==> config.mk <==
export PLATFORM = sky130hd
export DESIGN_NAME = srf_rx_flags
export DESIGN_NICKNAME = d
export VERILOG_FILES = /design/src/hw/srf_rx_flags.v
export VERILOG_INCLUDE_DIRS = /design/src /design/src/hw
export SDC_FILE = /design/constraint.sdc
export NUM_CORES = 1
export LEC_CHECK = 0
export BUFFER_PORTS_ARGS = -buffer_cell sky130_fd_sc_hd__buf_2
export CORE_MARGIN = 8
export CORE_UTILIZATION = 47
export CTS_BUF_LIST = sky130_fd_sc_hd__clkbuf_16
export DETAILED_ROUTE_END_ITERATION = 16
export GPL_ROUTABILITY_DRIVEN = 0
export PLACE_DENSITY = 0.76
export SLEW_MARGIN = 15
export SYNTH_ARGS = -nofsm -noshare
export SYNTH_HDL_FRONTEND = slang
export SYNTH_SLANG_ARGS = --single-unit
==> constraint.sdc <==
create_clock -name i_mclk -period 1.8 [get_ports i_mclk]
set_input_delay 0 -clock i_mclk [delete_from_list [all_inputs] [get_ports i_mclk]]
set_output_delay 0 -clock i_mclk [all_outputs]
set_load 0.005 [all_outputs]
==> src/hw/srf_consts.vh <==
/*
  Constants of the receiver status flag block: register offsets, field
  positions, reset values and counts.
  Assumes inclusion by bare name from the design file.
*/
`ifndef SRF_CONSTS_VH
`define SRF_CONSTS_VH

// register byte offsets
`define SRF_OFF_STATUS      8'h00
`define SRF_OFF_RXBUF       8'h04
`define SRF_OFF_RXPEEK      8'h08
`define SRF_OFF_CTRL        8'h0C
`define SRF_OFF_BAUD        8'h10
`define SRF_OFF_IRQ_STAT    8'h14
`define SRF_OFF_IRQ_MASK    8'h18

// receiver_status fields
`define SRF_ST_ERR          7
`define SRF_ST_RDY          6
`define SRF_ST_BRK          5
`define SRF_ST_FE           4
`define SRF_ST_OE           3
`define SRF_ST_PE           2

// control fields
`define SRF_CTL_SWRST_N     0
`define SRF_CTL_RXBK_IE     1
`define SRF_CTL_PAR_EN      2
`define SRF_CTL_PAR_ODD     3
`define SRF_CTL_SLEEP       4
`define SRF_CTL_ADDR_MODE   5
`define SRF_CTL_RESET       8'h00

// interrupt status / mask fields
`define SRF_IRQ_RDY         0
`define SRF_IRQ_BRK         1
`define SRF_IRQ_ERR         2

`define SRF_BAUD_RESET      16'h0001
`define SRF_BREAK_BITS      4'hA

`define SRF_RESP_OKAY       2'h0
`define SRF_RESP_SLVERR     2'h2

`endif

==> src/hw/srf_rx_flags.v <==
/*
  Receiver status flags of an asynchronous serial receiver, with an
  AXI4-Lite register slave, a bit-period divider for break timing and a
  masked sticky interrupt.
  Assumes a shift engine that pulses i_char_valid once per complete
  character with data, parity bit, address bit and first stop bit sample,
  all synchronous to i_mclk.
*/
// Summary of operation
// - ready flag shows an unread character
// - ten low bit periods after bad stop: break
// - break interrupts if enabled, never loads buffer
// - break interrupt still raised during sleep
// - break flag survives characters, cleared by reset
// - missing first stop bit sets framing error
// - framing error cleared by software reset
// - character over unread character sets overrun
// - overrun cleared only by reset or software reset
// - parity mismatch sets parity error, address counted in address mode
// - parity disabled: parity error reads zero
// - parity error cleared by reset
// - error summary is OR of bits 5..2
// - ready set on new character, cleared on buffer or DMA read, not on peek
`timescale 1ns/1ps
`default_nettype none
`include "srf_consts.vh"

module srf_rx_flags
#(
  parameter DATA_W = 8
)
(
  input  wire              i_mclk,
  input  wire              i_reset_n,
  input  wire              i_rxd,
  input  wire              i_char_valid,
  input  wire [DATA_W-1:0] i_char_data,
  input  wire              i_char_parity,
  input  wire              i_char_addr,
  input  wire              i_char_stop,
  input  wire              i_dma_read,
  output wire [DATA_W-1:0] o_rx_data,
  output wire              o_rx_int,
  output wire              o_irq,
  input  wire [7:0]        i_s_axi_awaddr,
  input  wire              i_s_axi_awvalid,
  output wire              o_s_axi_awready,
  input  wire [31:0]       i_s_axi_wdata,
  input  wire [3:0]        i_s_axi_wstrb,
  input  wire              i_s_axi_wvalid,
  output wire              o_s_axi_wready,
  output reg  [1:0]        o_s_axi_bresp,
  output reg               o_s_axi_bvalid,
  input  wire              i_s_axi_bready,
  input  wire [7:0]        i_s_axi_araddr,
  input  wire              i_s_axi_arvalid,
  output wire              o_s_axi_arready,
  output reg  [31:0]       o_s_axi_rdata,
  output reg  [1:0]        o_s_axi_rresp,
  output reg               o_s_axi_rvalid,
  input  wire              i_s_axi_rready
);

  reg  [7:0]        ctrl_r;
  reg  [15:0]       baud_r;
  reg  [15:0]       baud_cnt_r;
  reg  [DATA_W-1:0] rxbuf_r;
  reg               rdy_r;
  reg               brk_r;
  reg               fe_r;
  reg               oe_r;
  reg               pe_r;
  reg               brk_arm_r;
  reg  [3:0]        brk_cnt_r;
  reg  [2:0]        irq_stat_r;
  reg  [2:0]        irq_mask_r;

  wire swrst_act = ~ctrl_r[`SRF_CTL_SWRST_N];
  wire par_en    = ctrl_r[`SRF_CTL_PAR_EN];
  wire bit_tick  = (baud_cnt_r == 16'h0000);

  wire wr_go = i_s_axi_awvalid & i_s_axi_wvalid & ~o_s_axi_bvalid;
  wire rd_go = i_s_axi_arvalid & ~o_s_axi_rvalid;
  assign o_s_axi_awready = wr_go;
  assign o_s_axi_wready  = wr_go;
  assign o_s_axi_arready = rd_go;

  wire rd_buf  = rd_go & (i_s_axi_araddr == `SRF_OFF_RXBUF);
  wire rd_clr  = rd_buf | i_dma_read;
  // after a break the receiver stays shut until software reset toggles
  wire accept  = i_char_valid & ~swrst_act & ~brk_r;
  // the address bit only joins the count in address-bit mode
  wire par_ones = ^{i_char_data, i_char_parity,
                    i_char_addr & ctrl_r[`SRF_CTL_ADDR_MODE]};
  wire par_bad  = par_en & (par_ones ^ ctrl_r[`SRF_CTL_PAR_ODD]);
  // tenth tick while still low; a high line has already cleared the count
  wire brk_set = brk_arm_r & bit_tick & ~i_rxd
                 & (brk_cnt_r == `SRF_BREAK_BITS - 4'h1);
  // a same-cycle read empties the buffer first, so no overrun then
  wire ovr_set = accept & rdy_r & ~rd_clr;
  // error cause for the interrupt status, same terms as the flags
  wire err_evt = (accept & (~i_char_stop | par_bad)) | ovr_set;
  // a disabled parity flag must not leak into the summary bit either
  wire pe_vis  = pe_r & par_en;
  wire err_any = brk_r | fe_r | oe_r | pe_vis;
  wire [7:0] status = {err_any, rdy_r, brk_r, fe_r, oe_r, pe_vis, 2'b00};

  function [7:0] lane_merge;
    input [7:0] old_v;
    input [7:0] new_v;
    input       en;
    begin
      lane_merge = en ? new_v : old_v;
    end
  endfunction

  // writable registers; every other address answers with an error
  function wr_mapped;
    input [7:0] addr;
    begin
      wr_mapped = (addr == `SRF_OFF_CTRL) || (addr == `SRF_OFF_BAUD)
                  || (addr == `SRF_OFF_IRQ_STAT) || (addr == `SRF_OFF_IRQ_MASK);
    end
  endfunction

  // mask is three bits wide; upper lanes of the word are dropped here
  wire [7:0] mask_wr = lane_merge({5'h00, irq_mask_r}, i_s_axi_wdata[7:0],
                                  i_s_axi_wstrb[0]);

  // bit-period divider: one enable pulse per bit time
  // a period value of zero ticks every cycle, the fastest break timing
  always @(posedge i_mclk or negedge i_reset_n)
  begin
    if (!i_reset_n)
      baud_cnt_r <= 16'h0000;
    else if (bit_tick)
      baud_cnt_r <= baud_r;
    else
      baud_cnt_r <= baud_cnt_r - 16'h0001;
  end

  // break timer: armed by a missing first stop bit
  always @(posedge i_mclk or negedge i_reset_n)
  begin
    if (!i_reset_n)
    begin
      brk_arm_r <= 1'b0;
      brk_cnt_r <= 4'h0;
    end
    else if (swrst_act || brk_r || i_rxd)
    begin
      brk_arm_r <= 1'b0;
      brk_cnt_r <= 4'h0;
    end
    else if (accept && !i_char_stop)
    begin
      brk_arm_r <= 1'b1;
      brk_cnt_r <= 4'h0;
    end
    else if (brk_arm_r && bit_tick)
      brk_cnt_r <= brk_cnt_r + 4'h1;
  end

  // receive buffer and status flags
  always @(posedge i_mclk or negedge i_reset_n)
  begin
    if (!i_reset_n)
    begin
      rxbuf_r <= {DATA_W{1'b0}};
      rdy_r   <= 1'b0;
      brk_r   <= 1'b0;
      fe_r    <= 1'b0;
      oe_r    <= 1'b0;
      pe_r    <= 1'b0;
    end
    else if (swrst_act)
    begin
      rdy_r <= 1'b0;
      brk_r <= 1'b0;
      fe_r  <= 1'b0;
      oe_r  <= 1'b0;
      pe_r  <= 1'b0;
    end
    else
    begin
      // a new character beats a same-cycle read, so none is lost
      if (accept)
      begin
        rxbuf_r <= i_char_data;
        rdy_r   <= 1'b1;
      end
      else if (rd_clr)
        rdy_r <= 1'b0;
      if (ovr_set)
        oe_r <= 1'b1;
      if (accept && !i_char_stop)
        fe_r <= 1'b1;
      if (accept && par_bad)
        pe_r <= 1'b1;
      if (brk_set)
        brk_r <= 1'b1;
    end
  end

  // receiver interrupt: ready is muted in sleep, break is not
  assign o_rx_int = ctrl_r[`SRF_CTL_RXBK_IE]
                    & ((rdy_r & ~ctrl_r[`SRF_CTL_SLEEP]) | brk_r);
  assign o_irq    = |(irq_stat_r & irq_mask_r);
  assign o_rx_data = rxbuf_r;

  // sticky interrupt causes, write one to clear, set wins
  always @(posedge i_mclk or negedge i_reset_n)
  begin
    if (!i_reset_n)
      irq_stat_r <= 3'h0;
    else
    begin
      if (wr_go && i_s_axi_awaddr == `SRF_OFF_IRQ_STAT && i_s_axi_wstrb[0])
        irq_stat_r <= (irq_stat_r & ~i_s_axi_wdata[2:0])
                      | {err_evt, brk_set, accept};
      else
        irq_stat_r <= irq_stat_r
                      | {err_evt, brk_set, accept};
    end
  end

  // register writes
  always @(posedge i_mclk or negedge i_reset_n)
  begin
    if (!i_reset_n)
    begin
      ctrl_r     <= `SRF_CTL_RESET;
      baud_r     <= `SRF_BAUD_RESET;
      irq_mask_r <= 3'h0;
    end
    else if (wr_go)
    begin
      if (i_s_axi_awaddr == `SRF_OFF_CTRL)
        ctrl_r <= lane_merge(ctrl_r, i_s_axi_wdata[7:0], i_s_axi_wstrb[0]) & 8'h3F;
      else if (i_s_axi_awaddr == `SRF_OFF_BAUD)
        baud_r <= {lane_merge(baud_r[15:8], i_s_axi_wdata[15:8], i_s_axi_wstrb[1]),
                   lane_merge(baud_r[7:0], i_s_axi_wdata[7:0], i_s_axi_wstrb[0])};
      else if (i_s_axi_awaddr == `SRF_OFF_IRQ_MASK)
        irq_mask_r <= mask_wr[2:0];
    end
  end

  // write response
  always @(posedge i_mclk or negedge i_reset_n)
  begin
    if (!i_reset_n)
    begin
      o_s_axi_bvalid <= 1'b0;
      o_s_axi_bresp  <= `SRF_RESP_OKAY;
    end
    else if (wr_go)
    begin
      o_s_axi_bvalid <= 1'b1;
      // read-only registers refuse writes rather than ignore them silently
      if (wr_mapped(i_s_axi_awaddr))
        o_s_axi_bresp <= `SRF_RESP_OKAY;
      else
        o_s_axi_bresp <= `SRF_RESP_SLVERR;
    end
    else if (i_s_axi_bready)
      o_s_axi_bvalid <= 1'b0;
  end

  // read data path; reading the buffer also clears ready
  always @(posedge i_mclk or negedge i_reset_n)
  begin
    if (!i_reset_n)
    begin
      o_s_axi_rvalid <= 1'b0;
      o_s_axi_rdata  <= 32'h00000000;
      o_s_axi_rresp  <= `SRF_RESP_OKAY;
    end
    else if (rd_go)
    begin
      o_s_axi_rvalid <= 1'b1;
      o_s_axi_rresp  <= `SRF_RESP_OKAY;
      o_s_axi_rdata  <= 32'h00000000;
      if (i_s_axi_araddr == `SRF_OFF_STATUS)
        o_s_axi_rdata[7:0] <= status;
      else if (i_s_axi_araddr == `SRF_OFF_RXBUF || i_s_axi_araddr == `SRF_OFF_RXPEEK)
        o_s_axi_rdata[DATA_W-1:0] <= rxbuf_r;
      else if (i_s_axi_araddr == `SRF_OFF_CTRL)
        o_s_axi_rdata[7:0] <= ctrl_r;
      else if (i_s_axi_araddr == `SRF_OFF_BAUD)
        o_s_axi_rdata[15:0] <= baud_r;
      else if (i_s_axi_araddr == `SRF_OFF_IRQ_STAT)
        o_s_axi_rdata[2:0] <= irq_stat_r;
      else if (i_s_axi_araddr == `SRF_OFF_IRQ_MASK)
        o_s_axi_rdata[2:0] <= irq_mask_r;
      else
        o_s_axi_rresp <= `SRF_RESP_SLVERR;
    end
    else if (i_s_axi_rready)
      o_s_axi_rvalid <= 1'b0;
  end

endmodule

`default_nettype wire

==> results of run 1 <==
[logic make-up after synthesis]
kind of cell,share of synthesized area [%]
XOR/XNOR,4.36
multiplexers,10.0
adder cells (fa/ha/maj),1.85
buffers and inverters,5.98
AO/OA/AOI/OAI,11.7
flip-flops,47.4
AND/OR/NAND/NOR,18.6
other,0.0866
[worst max path at each step]
stage	cells past startpoint	endpoint	slack, ns
final	5	ctrl_r[1]$_DFFE_PN0P_	0.02
after CTS	6	baud_cnt_r[0]$_DFF_PN0_	0.005
after detailed placement	5	ctrl_r[4]$_DFFE_PN0P_	-0.06
after floorplan	4	ctrl_r[0]$_DFFE_PN0P_	-0.05
after global placement	5	ctrl_r[0]$_DFFE_PN0P_	0.04
after global routing	6	brk_cnt_r[0]$_DFFE_PN0P_	-0.06
[critical path, stage by stage (launching register included)]
cell and delay, ns:
sky130_fd_sc_hd__dfrtp_1 0.38, sky130_fd_sc_hd__nand3b_1 0.22, sky130_fd_sc_hd__nor4b_4 0.35, sky130_fd_sc_hd__nor3b_4 0.24, sky130_fd_sc_hd__buf_6 0.17, sky130_fd_sc_hd__mux2_4 0.31
[registers in the layout (all words and copies together) (netlist names)]
| register | flops |
|---|---|
| baud_cnt_r | 16 |
| baud_r | 16 |
| brk_arm_r | 1 |
| brk_cnt_r | 4 |
| brk_r | 1 |
| ctrl_r | 6 |
| fe_r | 1 |
| irq_mask_r | 3 |
| irq_stat_r | 3 |
| o_rx_data | 8 |
| o_s_axi_bresp | 1 |
| o_s_axi_bvalid | 1 |
| o_s_axi_rdata | 16 |
| o_s_axi_rresp | 1 |
| o_s_axi_rvalid | 1 |
| oe_r | 1 |
| pe_r | 1 |
| rdy_r | 1 |
[placed cells by master, fill, tap and decap left out, drive strengths merged, types with 3 or more instances in the layout]
cell type    count
maj3             3
nand4b           3
ha               4
and3             3
nand2b           7
dlygate4sd3     29
mux2            31
a31oi            6
o21ai           22
and4b            3
a22o             8
dfrtp           81
nor4             4
nand2           48
nor3            15
clkinv           3
nand3b           3
nand4            3
nor2            13
xor2             3
inv             14
clkbuf           9
buf            119
o31ai            7
conb            18
or4              7
nor2b            5
nor3b            5
and3b            5
mux2i            4
a22oi            3
nand3           11
a21oi            7
xnor2           16
o211ai           5
[metrics by stage]
step,utilization (%),setup WS [ns]
4_1_cts,61.6,0.00488
3_3_place_gp,54.6,0.0412
5_1_grt,62.6,-0.0573
3_5_place_dp,54.6,-0.0600
2_1_floorplan,-,-0.0455
6_report,62.6,0.0197
[layout make-up]
class	instances	area, um2
well taps	111	139
multi-input cells	296	2140
fillers	743	3410
inverters	14	52.6
repair buffers	148	988
flip-flops and latches	82	2050
clock inverters	7	93.8
clock buffers	9	225
[what timing repair did]
action / 4_1_cts / 5_1_grt
pin swaps: 1 / 5
cloned: 0 / 0
setup buffers: 3 / 3
endpoints found under the hold margin: 72 / 0
hold buffers: 29 / 0
setup endpoints to repair: 10 / 34
gates resized for setup: 1 / 18
[power by group through the flow]
stage | Clock [uW] | Combinational, uW | Sequential (uW)
after floorplan | 0 | 683 | 2290
after global placement | 0 | 1070 | 2300
after detailed placement | 0 | 1120 | 2330
after CTS | 1980 | 1190 | 2310
after global routing | 2070 | 1380 | 2360
final | 1970 | 1260 | 2330
[per-layer routing]
layer  vias up  GRT usage, %  share of wire, %
met5         -             0                 0
met4         0          5.58               2.0
met3        17          6.33               6.5
met2       135          32.9                49
met1      1796          22.7                43
li1       1724             -                 -
==> metrics.md, run 1 <==
| Metric | Value |
|---|---|
| Run status | `finished clean` |
| Final #Nets | `628` |
| Overall global routing resource usage | `19.3%` |
| Layout Cell Area excl Fill | `~5700 um2` |
| Port Buffer Count | `87` |
| Reg-to-reg startpoint | `o_s_axi_bvalid$_DFFE_PN0P_` |
| Register-to-register setup slack | `0.02 ns` |
| Startpoint types | `flop` |
| Transition time of the tightest slew-check pin | `0.487 ns` |
| Hold-critical path endpoint | `o_s_axi_rresp[1]$_DFFE_PN0P_` |
| Count of H-tree levels built during CTS | `3` |
| Internal power | `3950 uW` |
| Endpoint kind of the worst setup timing path | `flop` |
| Horizontal die dimension | `between 100 and 150 um` |
| PnR Total Power | `5550 uW` |
| Syn avg cell area | `about 11 um2` |
| Worst Hold Margin | `approximately 0.052 ns` |
| Count of final max-slew check failures | `0` |
| Number of clock sinks | `82` |
| Final setup skew | `~0.0046 ns` |
| Total via count in the routed design | `3672` |
| Clock latency on the worst-skew pair | `0.34 ns` |
| EDFF count, synth | `0` |
| Critical path class | `flop to flop` |
| End of the worst register-to-register path | `ctrl_r[1]$_DFFE_PN0P_` |
| Worst min-delay path category | `input pin to flop` |
| Count of synthesis-stage warnings from yosys | `0` |
| Root buffer cell | `sky130_fd_sc_hd__clkbuf_16` |
| Data arrival time of the critical path | `2.00 ns` |
| Post-route antenna net violation count | `0` |
| Net Switching | `1600 uW` |
| Peak fanout along the critical path | `6` |
| Count of final hold-check violations | `0` |
| Top-level port count | `124` |
| Number of different library cells in the post-synthesis netlist | `61` |
| Worst vdd ir | `546 uV` |
| CTS buffer count | `9` |
| Power density over the cells | `974 nW/um2` |
| Worst slew margin relative to its limit | `66.7%` |
| Async set or reset register ratio after synthesis | `100%` |
| Maximum operating frequency | `562 MHz` |
| Vias in the first global route | `3966` |
| Sum of routed wire length over all layers | `12.0 mm` |
| Placed standard-cell area | `4980 um2` |
| Required time of the critical path | `2.02 ns` |
| Dominant cells by area after synthesis | `sky130_fd_sc_hd__dfrtp_1 47%, sky130_fd_sc_hd__mux2_2 8.1%, sky130_fd_sc_hd__nand2_1 4.2%` |
| Combinational group share of total power | `between 20% and 30%` |
| Global-route wire length before repair | `19.5 mm` |
| Half-perimeter wire length of the detailed placement result | `8.67 mm` |
| Total congestion overflow after global routing | `0` |
| Synthesis-stage register bit count | `82` |
| Number of core rows | `35` |
| Startpoint of the most critical setup path | `o_s_axi_bvalid$_DFFE_PN0P_` |
| Overall die height | `112 um` |
| Final setup violating endpoints | `0` |
| Fraction of layout cells with a size suffix above 1 | `34.2%` |
| Leak | `0.00275 uW` |
| Number of antenna repair diodes | `0` |
| First-pass detailed-route iteration total | `4` |
| Switching power as a share of total power | `approximately 29%` |
| Clock transition at path regs | `0.06 ns` |
| Post-Route Setup TNS | `0 ns` |
| Growth of design area from synthesis to finish | `31.6%` |
| Initial antenna violation count | `0` |
| R2r worst-path depth | `5` |
| Core outline area | `9110 um2` |
| Number of instances in the synthesized netlist | `410` |
| CTS tree | `built` |
| DRC violation count after routing | `0` |
| Worst Hold Path Cells | `3` |
| Maximum clock path buffer count | `2` |
| Synth area leader | `sky130_fd_sc_hd__dfrtp_1` |
| Number of cells after detailed placement | `616` |
| Violation count after the first detailed-routing iteration | `between 200 and 250` |
| Ratio of final minimum period to clock period | `98.9%` |
| Fraction of power consumed by sequential logic | `41.9%` |
| Mean number of vias per cell | `5.51` |
| Max-Cap Viols | `0` |
| Largest net degree at the start of global routing | `37` |
| Commonest cells in the synthesized netlist | `81 x sky130_fd_sc_hd__dfrtp_1, 48 x sky130_fd_sc_hd__nand2_1, 31 x sky130_fd_sc_hd__mux2_2` |
| Average wire per cell in the routed design | `roughly 18 um` |
| Shortest period the worst path allows | `1.78 ns` |
| Sequential-to-total area share from yosys stat | `47.4%` |
| Unrepaired setup endpoints after global routing | `yes` |
| Most numerous cell in the Yosys netlist | `sky130_fd_sc_hd__dfrtp_1` |
| Most used DFF post-synth | `sky130_fd_sc_hd__dfrtp_1` |
| Portion of total power attributed to the clock network | `35.4%` |
| Total standard cell area after synthesis | `4330 um2` |
| Die Outline Area | `12500 um2` |
| Final instance count without filler cells | `667` |
| Starting utilization of the core area | `47.5%` |
| Share of the synthesized area in the top cell type | `46.8%` |
| Worst min-delay path startpoint | `i_s_axi_araddr[5]` |
(Power assumes the default switching activity.)
==> inputs of run 2 (changes only) <==
--- a/config.mk
+++ b/config.mk
@@ -6,13 +6,13 @@
 export SDC_FILE = /design/constraint.sdc
 export NUM_CORES = 1
 export LEC_CHECK = 0
-export BUFFER_PORTS_ARGS = -buffer_cell sky130_fd_sc_hd__buf_2
+export BUFFER_PORTS_ARGS = -buffer_cell sky130_fd_sc_hd__buf_4
 export CORE_MARGIN = 8
-export CORE_UTILIZATION = 47
+export CORE_UTILIZATION = 45
 export CTS_BUF_LIST = sky130_fd_sc_hd__clkbuf_16
 export DETAILED_ROUTE_END_ITERATION = 16
 export GPL_ROUTABILITY_DRIVEN = 0
-export PLACE_DENSITY = 0.76
+export PLACE_DENSITY = 0.73
 export SLEW_MARGIN = 15
 export SYNTH_ARGS = -nofsm -noshare
 export SYNTH_HDL_FRONTEND = slang
==> run 2 against run 1 <==
Net effect:
- register-to-register slack better by 0.03 ns
- non-clock buffer count down 1
- power down 5.4%
- die area up 3.8%
==> metrics.md, run 2 (synthesized netlist as in run 1, its figures left out) <==
| Metric | Value |
|---|---|
| Number of antenna repair diodes | `0` |
| Average wire per cell in the routed design | `about 17 um` |
| Data arrival time of the critical path | `1.97 ns` |
| CTS tree | `built` |
| Kind of cell adding the most delay to the critical path | `flip-flops` |
| Die Outline Area | `13000 um2` |
| Number of clock sinks | `82` |
| Run status | `finished clean` |
| Horizontal die dimension | `~110 um` |
| Half-perimeter wire length of the detailed placement result | `8.78 mm` |
| Shortest period the worst path allows | `1.75 ns` |
| Sum of routed wire length over all layers | `11.8 mm` |
| Post-route antenna net violation count | `0` |
| Clock transition at path regs | `0.06 ns` |
| Placed standard-cell area | `5230 um2` |
| Core outline area | `9550 um2` |
| Leak | `0.00278 uW` |
| Leading registers by flop count | `baud_cnt_r: 16 flops, baud_r: 16 flops, o_s_axi_rdata: 16 flops` |
| Maximum clock path buffer count | `2` |
| Peak fanout along the critical path | `4` |
| CTS buffer count | `9` |
| Top-level port count | `124` |
| Met3 track demand over resource | `5.70%` |
| Max-Cap Viols | `0` |
| Buf/Inv on CP | `2` |
| Worst slew margin relative to its limit | `between 60% and 70%` |
| M1 GR Usage | `22.4%` |
| DRC violation count after routing | `0` |
| Root buffer cell | `sky130_fd_sc_hd__clkbuf_16` |
| Worst min-delay path category | `input pin to flop` |
| Initial antenna violation count | `0` |
| Vias in the first global route | `a little under 4000` |
| Number of fill cells in the layout | `roughly 790` |
| Endpoint kind of the worst setup timing path | `flop` |
| Final setup skew | `0.00659 ns` |
| Overall global routing resource usage | `18.5%` |
| Unrepaired setup endpoints after global routing | `yes` |
| Transition time of the tightest slew-check pin | `0.508 ns` |
| Maximum single-stage delay on the critical path | `0.41 ns` |
| Total via count in the routed design | `3617` |
| Met2 capacity usage during global routing | `31.3%` |
| Ratio of final minimum period to clock period | `97.5%` |
| Fraction of layout cells with a size suffix above 1 | `32.8%` |
| GRT busiest layer | `met2` |
| Largest net degree at the start of global routing | `38` |
| Cell breakdown of the critical path | `inv_1, ha_2, nor3b_4, buf_6, nand3_1, xnor2_1, mux2_2` |
| Power density over the cells | `between 800 and 900 nW/um2` |
| Count of H-tree levels built during CTS | `3` |
| Final setup violating endpoints | `0` |
| Total congestion overflow after global routing | `0` |
| Maximum operating frequency | `~570 MHz` |
| Violation count after the first detailed-routing iteration | `202` |
| Clock latency on the worst-skew pair | `0.33 ns` |
| Critical path class | `flop to flop` |
| Worst vdd ir | `between 500 and 600 uV` |
| Layout Cell Area excl Fill | `5880 um2` |
| Global-route wire length before repair | `19.2 mm` |
| Commonest non-fill, non-tap cells in the layout | `114 x sky130_fd_sc_hd__buf_4, 81 x sky130_fd_sc_hd__dfrtp_1, 47 x sky130_fd_sc_hd__nand2_1, 29 x sky130_fd_sc_hd__dlygate4sd3_1, 26 x sky130_fd_sc_hd__mux2_2` |
| Master of the slowest instance on the critical path | `sky130_fd_sc_hd__dfrtp_1` |
| Port Buffer Count | `87` |
| Mean number of vias per cell | `5.26` |
| Overall die height | `114 um` |
| Count of final hold-check violations | `0` |
| Count of final max-slew check failures | `0` |
| Worst Hold Margin | `between 0.02 and 0.025 ns` |
| First-pass detailed-route iteration total | `5` |
| Number of core rows | `36` |
| Startpoint types | `flop` |
| Final #Nets | `627` |
| Starting utilization of the core area | `a little under half` |
| Most common library cell in the layout ignoring fill and taps | `sky130_fd_sc_hd__buf_4` |
| Required time of the critical path | `between 2 and 2.5 ns` |
| Growth of design area from synthesis to finish | `35.8%` |
## run 2: changes by cell type in the layout (fill, tap and decap cells not counted), moves of 2 or more
cell and change:
sky130_fd_sc_hd__buf_2 -86, sky130_fd_sc_hd__buf_4 +84, sky130_fd_sc_hd__bufinv_16 -2, sky130_fd_sc_hd__clkinv_1 +2, sky130_fd_sc_hd__inv_1 +3, sky130_fd_sc_hd__inv_2 -2
## run 2: report_power, final
| group | internal [uW] | leakage (uW) | switching, uW |
|---|---|---|---|
| sequential | 2070 | 0.00109 | 269 |
| clock | 916 | 0.000131 | 706 |
| combinational | 702 | 0.00156 | 586 |
## run 2: metal layers
layer,up-vias,share of wire (%)
met3,12,5.7
li1,1722,-
met5,-,0
met2,127,50
met1,1756,43
met4,0,0.97
## run 2: through the flow
stage                     std cells  setup TNS (ns)  total power, uW  util (%)  setup slack [ns]
after detailed placement        639         -0.0899             3470      54.7           -0.0241
final                           688               0             5250      61.6            0.0458
after global placement          639               0             3410      54.7            0.0370
after floorplan                 427          -0.273             2970         -           -0.0455
after global routing            688          -0.403             5540      61.6           -0.0443
after CTS                       686               0             5180      60.8            0.0220
## run 2: layout make-up
cell class	instances	area, um2	area share (%)
multi-input combinational	296	2150	36.5
sequential	82	2050	34.9
timing repair buffer	147	1200	20.4
clock buffer	9	225	3.83
tap	133	166	2.83
inverter	14	52.6	0.894
clock inverter	7	37.5	0.638
## run 2: worst paths after layout
| path | start | slack [ns] | cells past startpoint | end |
|---|---|---|---|---|
| worst min register to register | o_s_axi_rdata[2]$_DFFE_PN0P_ | 0.50 | 1 | o_s_axi_rdata[2]$_DFFE_PN0P_ |
| min in group asynchronous | i_reset_n | 0.17 | 2 | baud_r[8]$_DFFE_PN0P_ |
| worst max register to register | baud_cnt_r[1]$_DFF_PN0_ | 0.05 | 7 | baud_cnt_r[10]$_DFF_PN0_ |
| worst max-delay path | baud_cnt_r[1]$_DFF_PN0_ | 0.05 | 7 | baud_cnt_r[10]$_DFF_PN0_ |
| max in group asynchronous | i_reset_n | 0.96 | 3 | baud_r[0]$_DFFE_PN1P_ |
| worst min-delay path | i_s_axi_araddr[5] | 0.02 | 3 | o_s_axi_rresp[1]$_DFFE_PN0P_ |
## run 2: what timing repair did
action | CTS | global route
setup buffers | 2 | 2
pin swaps | 0 | 5
endpoints found under the setup margin | 8 | 38
hold buffers | 29 | 0
resized for setup | 2 | 14
endpoints found under the hold margin | 72 | 0
gates cloned | 0 | 0
## run 2: worst register-to-register path, delay by kind of cell (launching register included)
family	cells	cell delay (ns)
DFF	1	0.41
buffers and inverters	2	0.24
muxes	1	0.27
xor gates and xnor gates	1	0.16
and+or+nand+nor	2	0.37
adders and majority gates	1	0.20
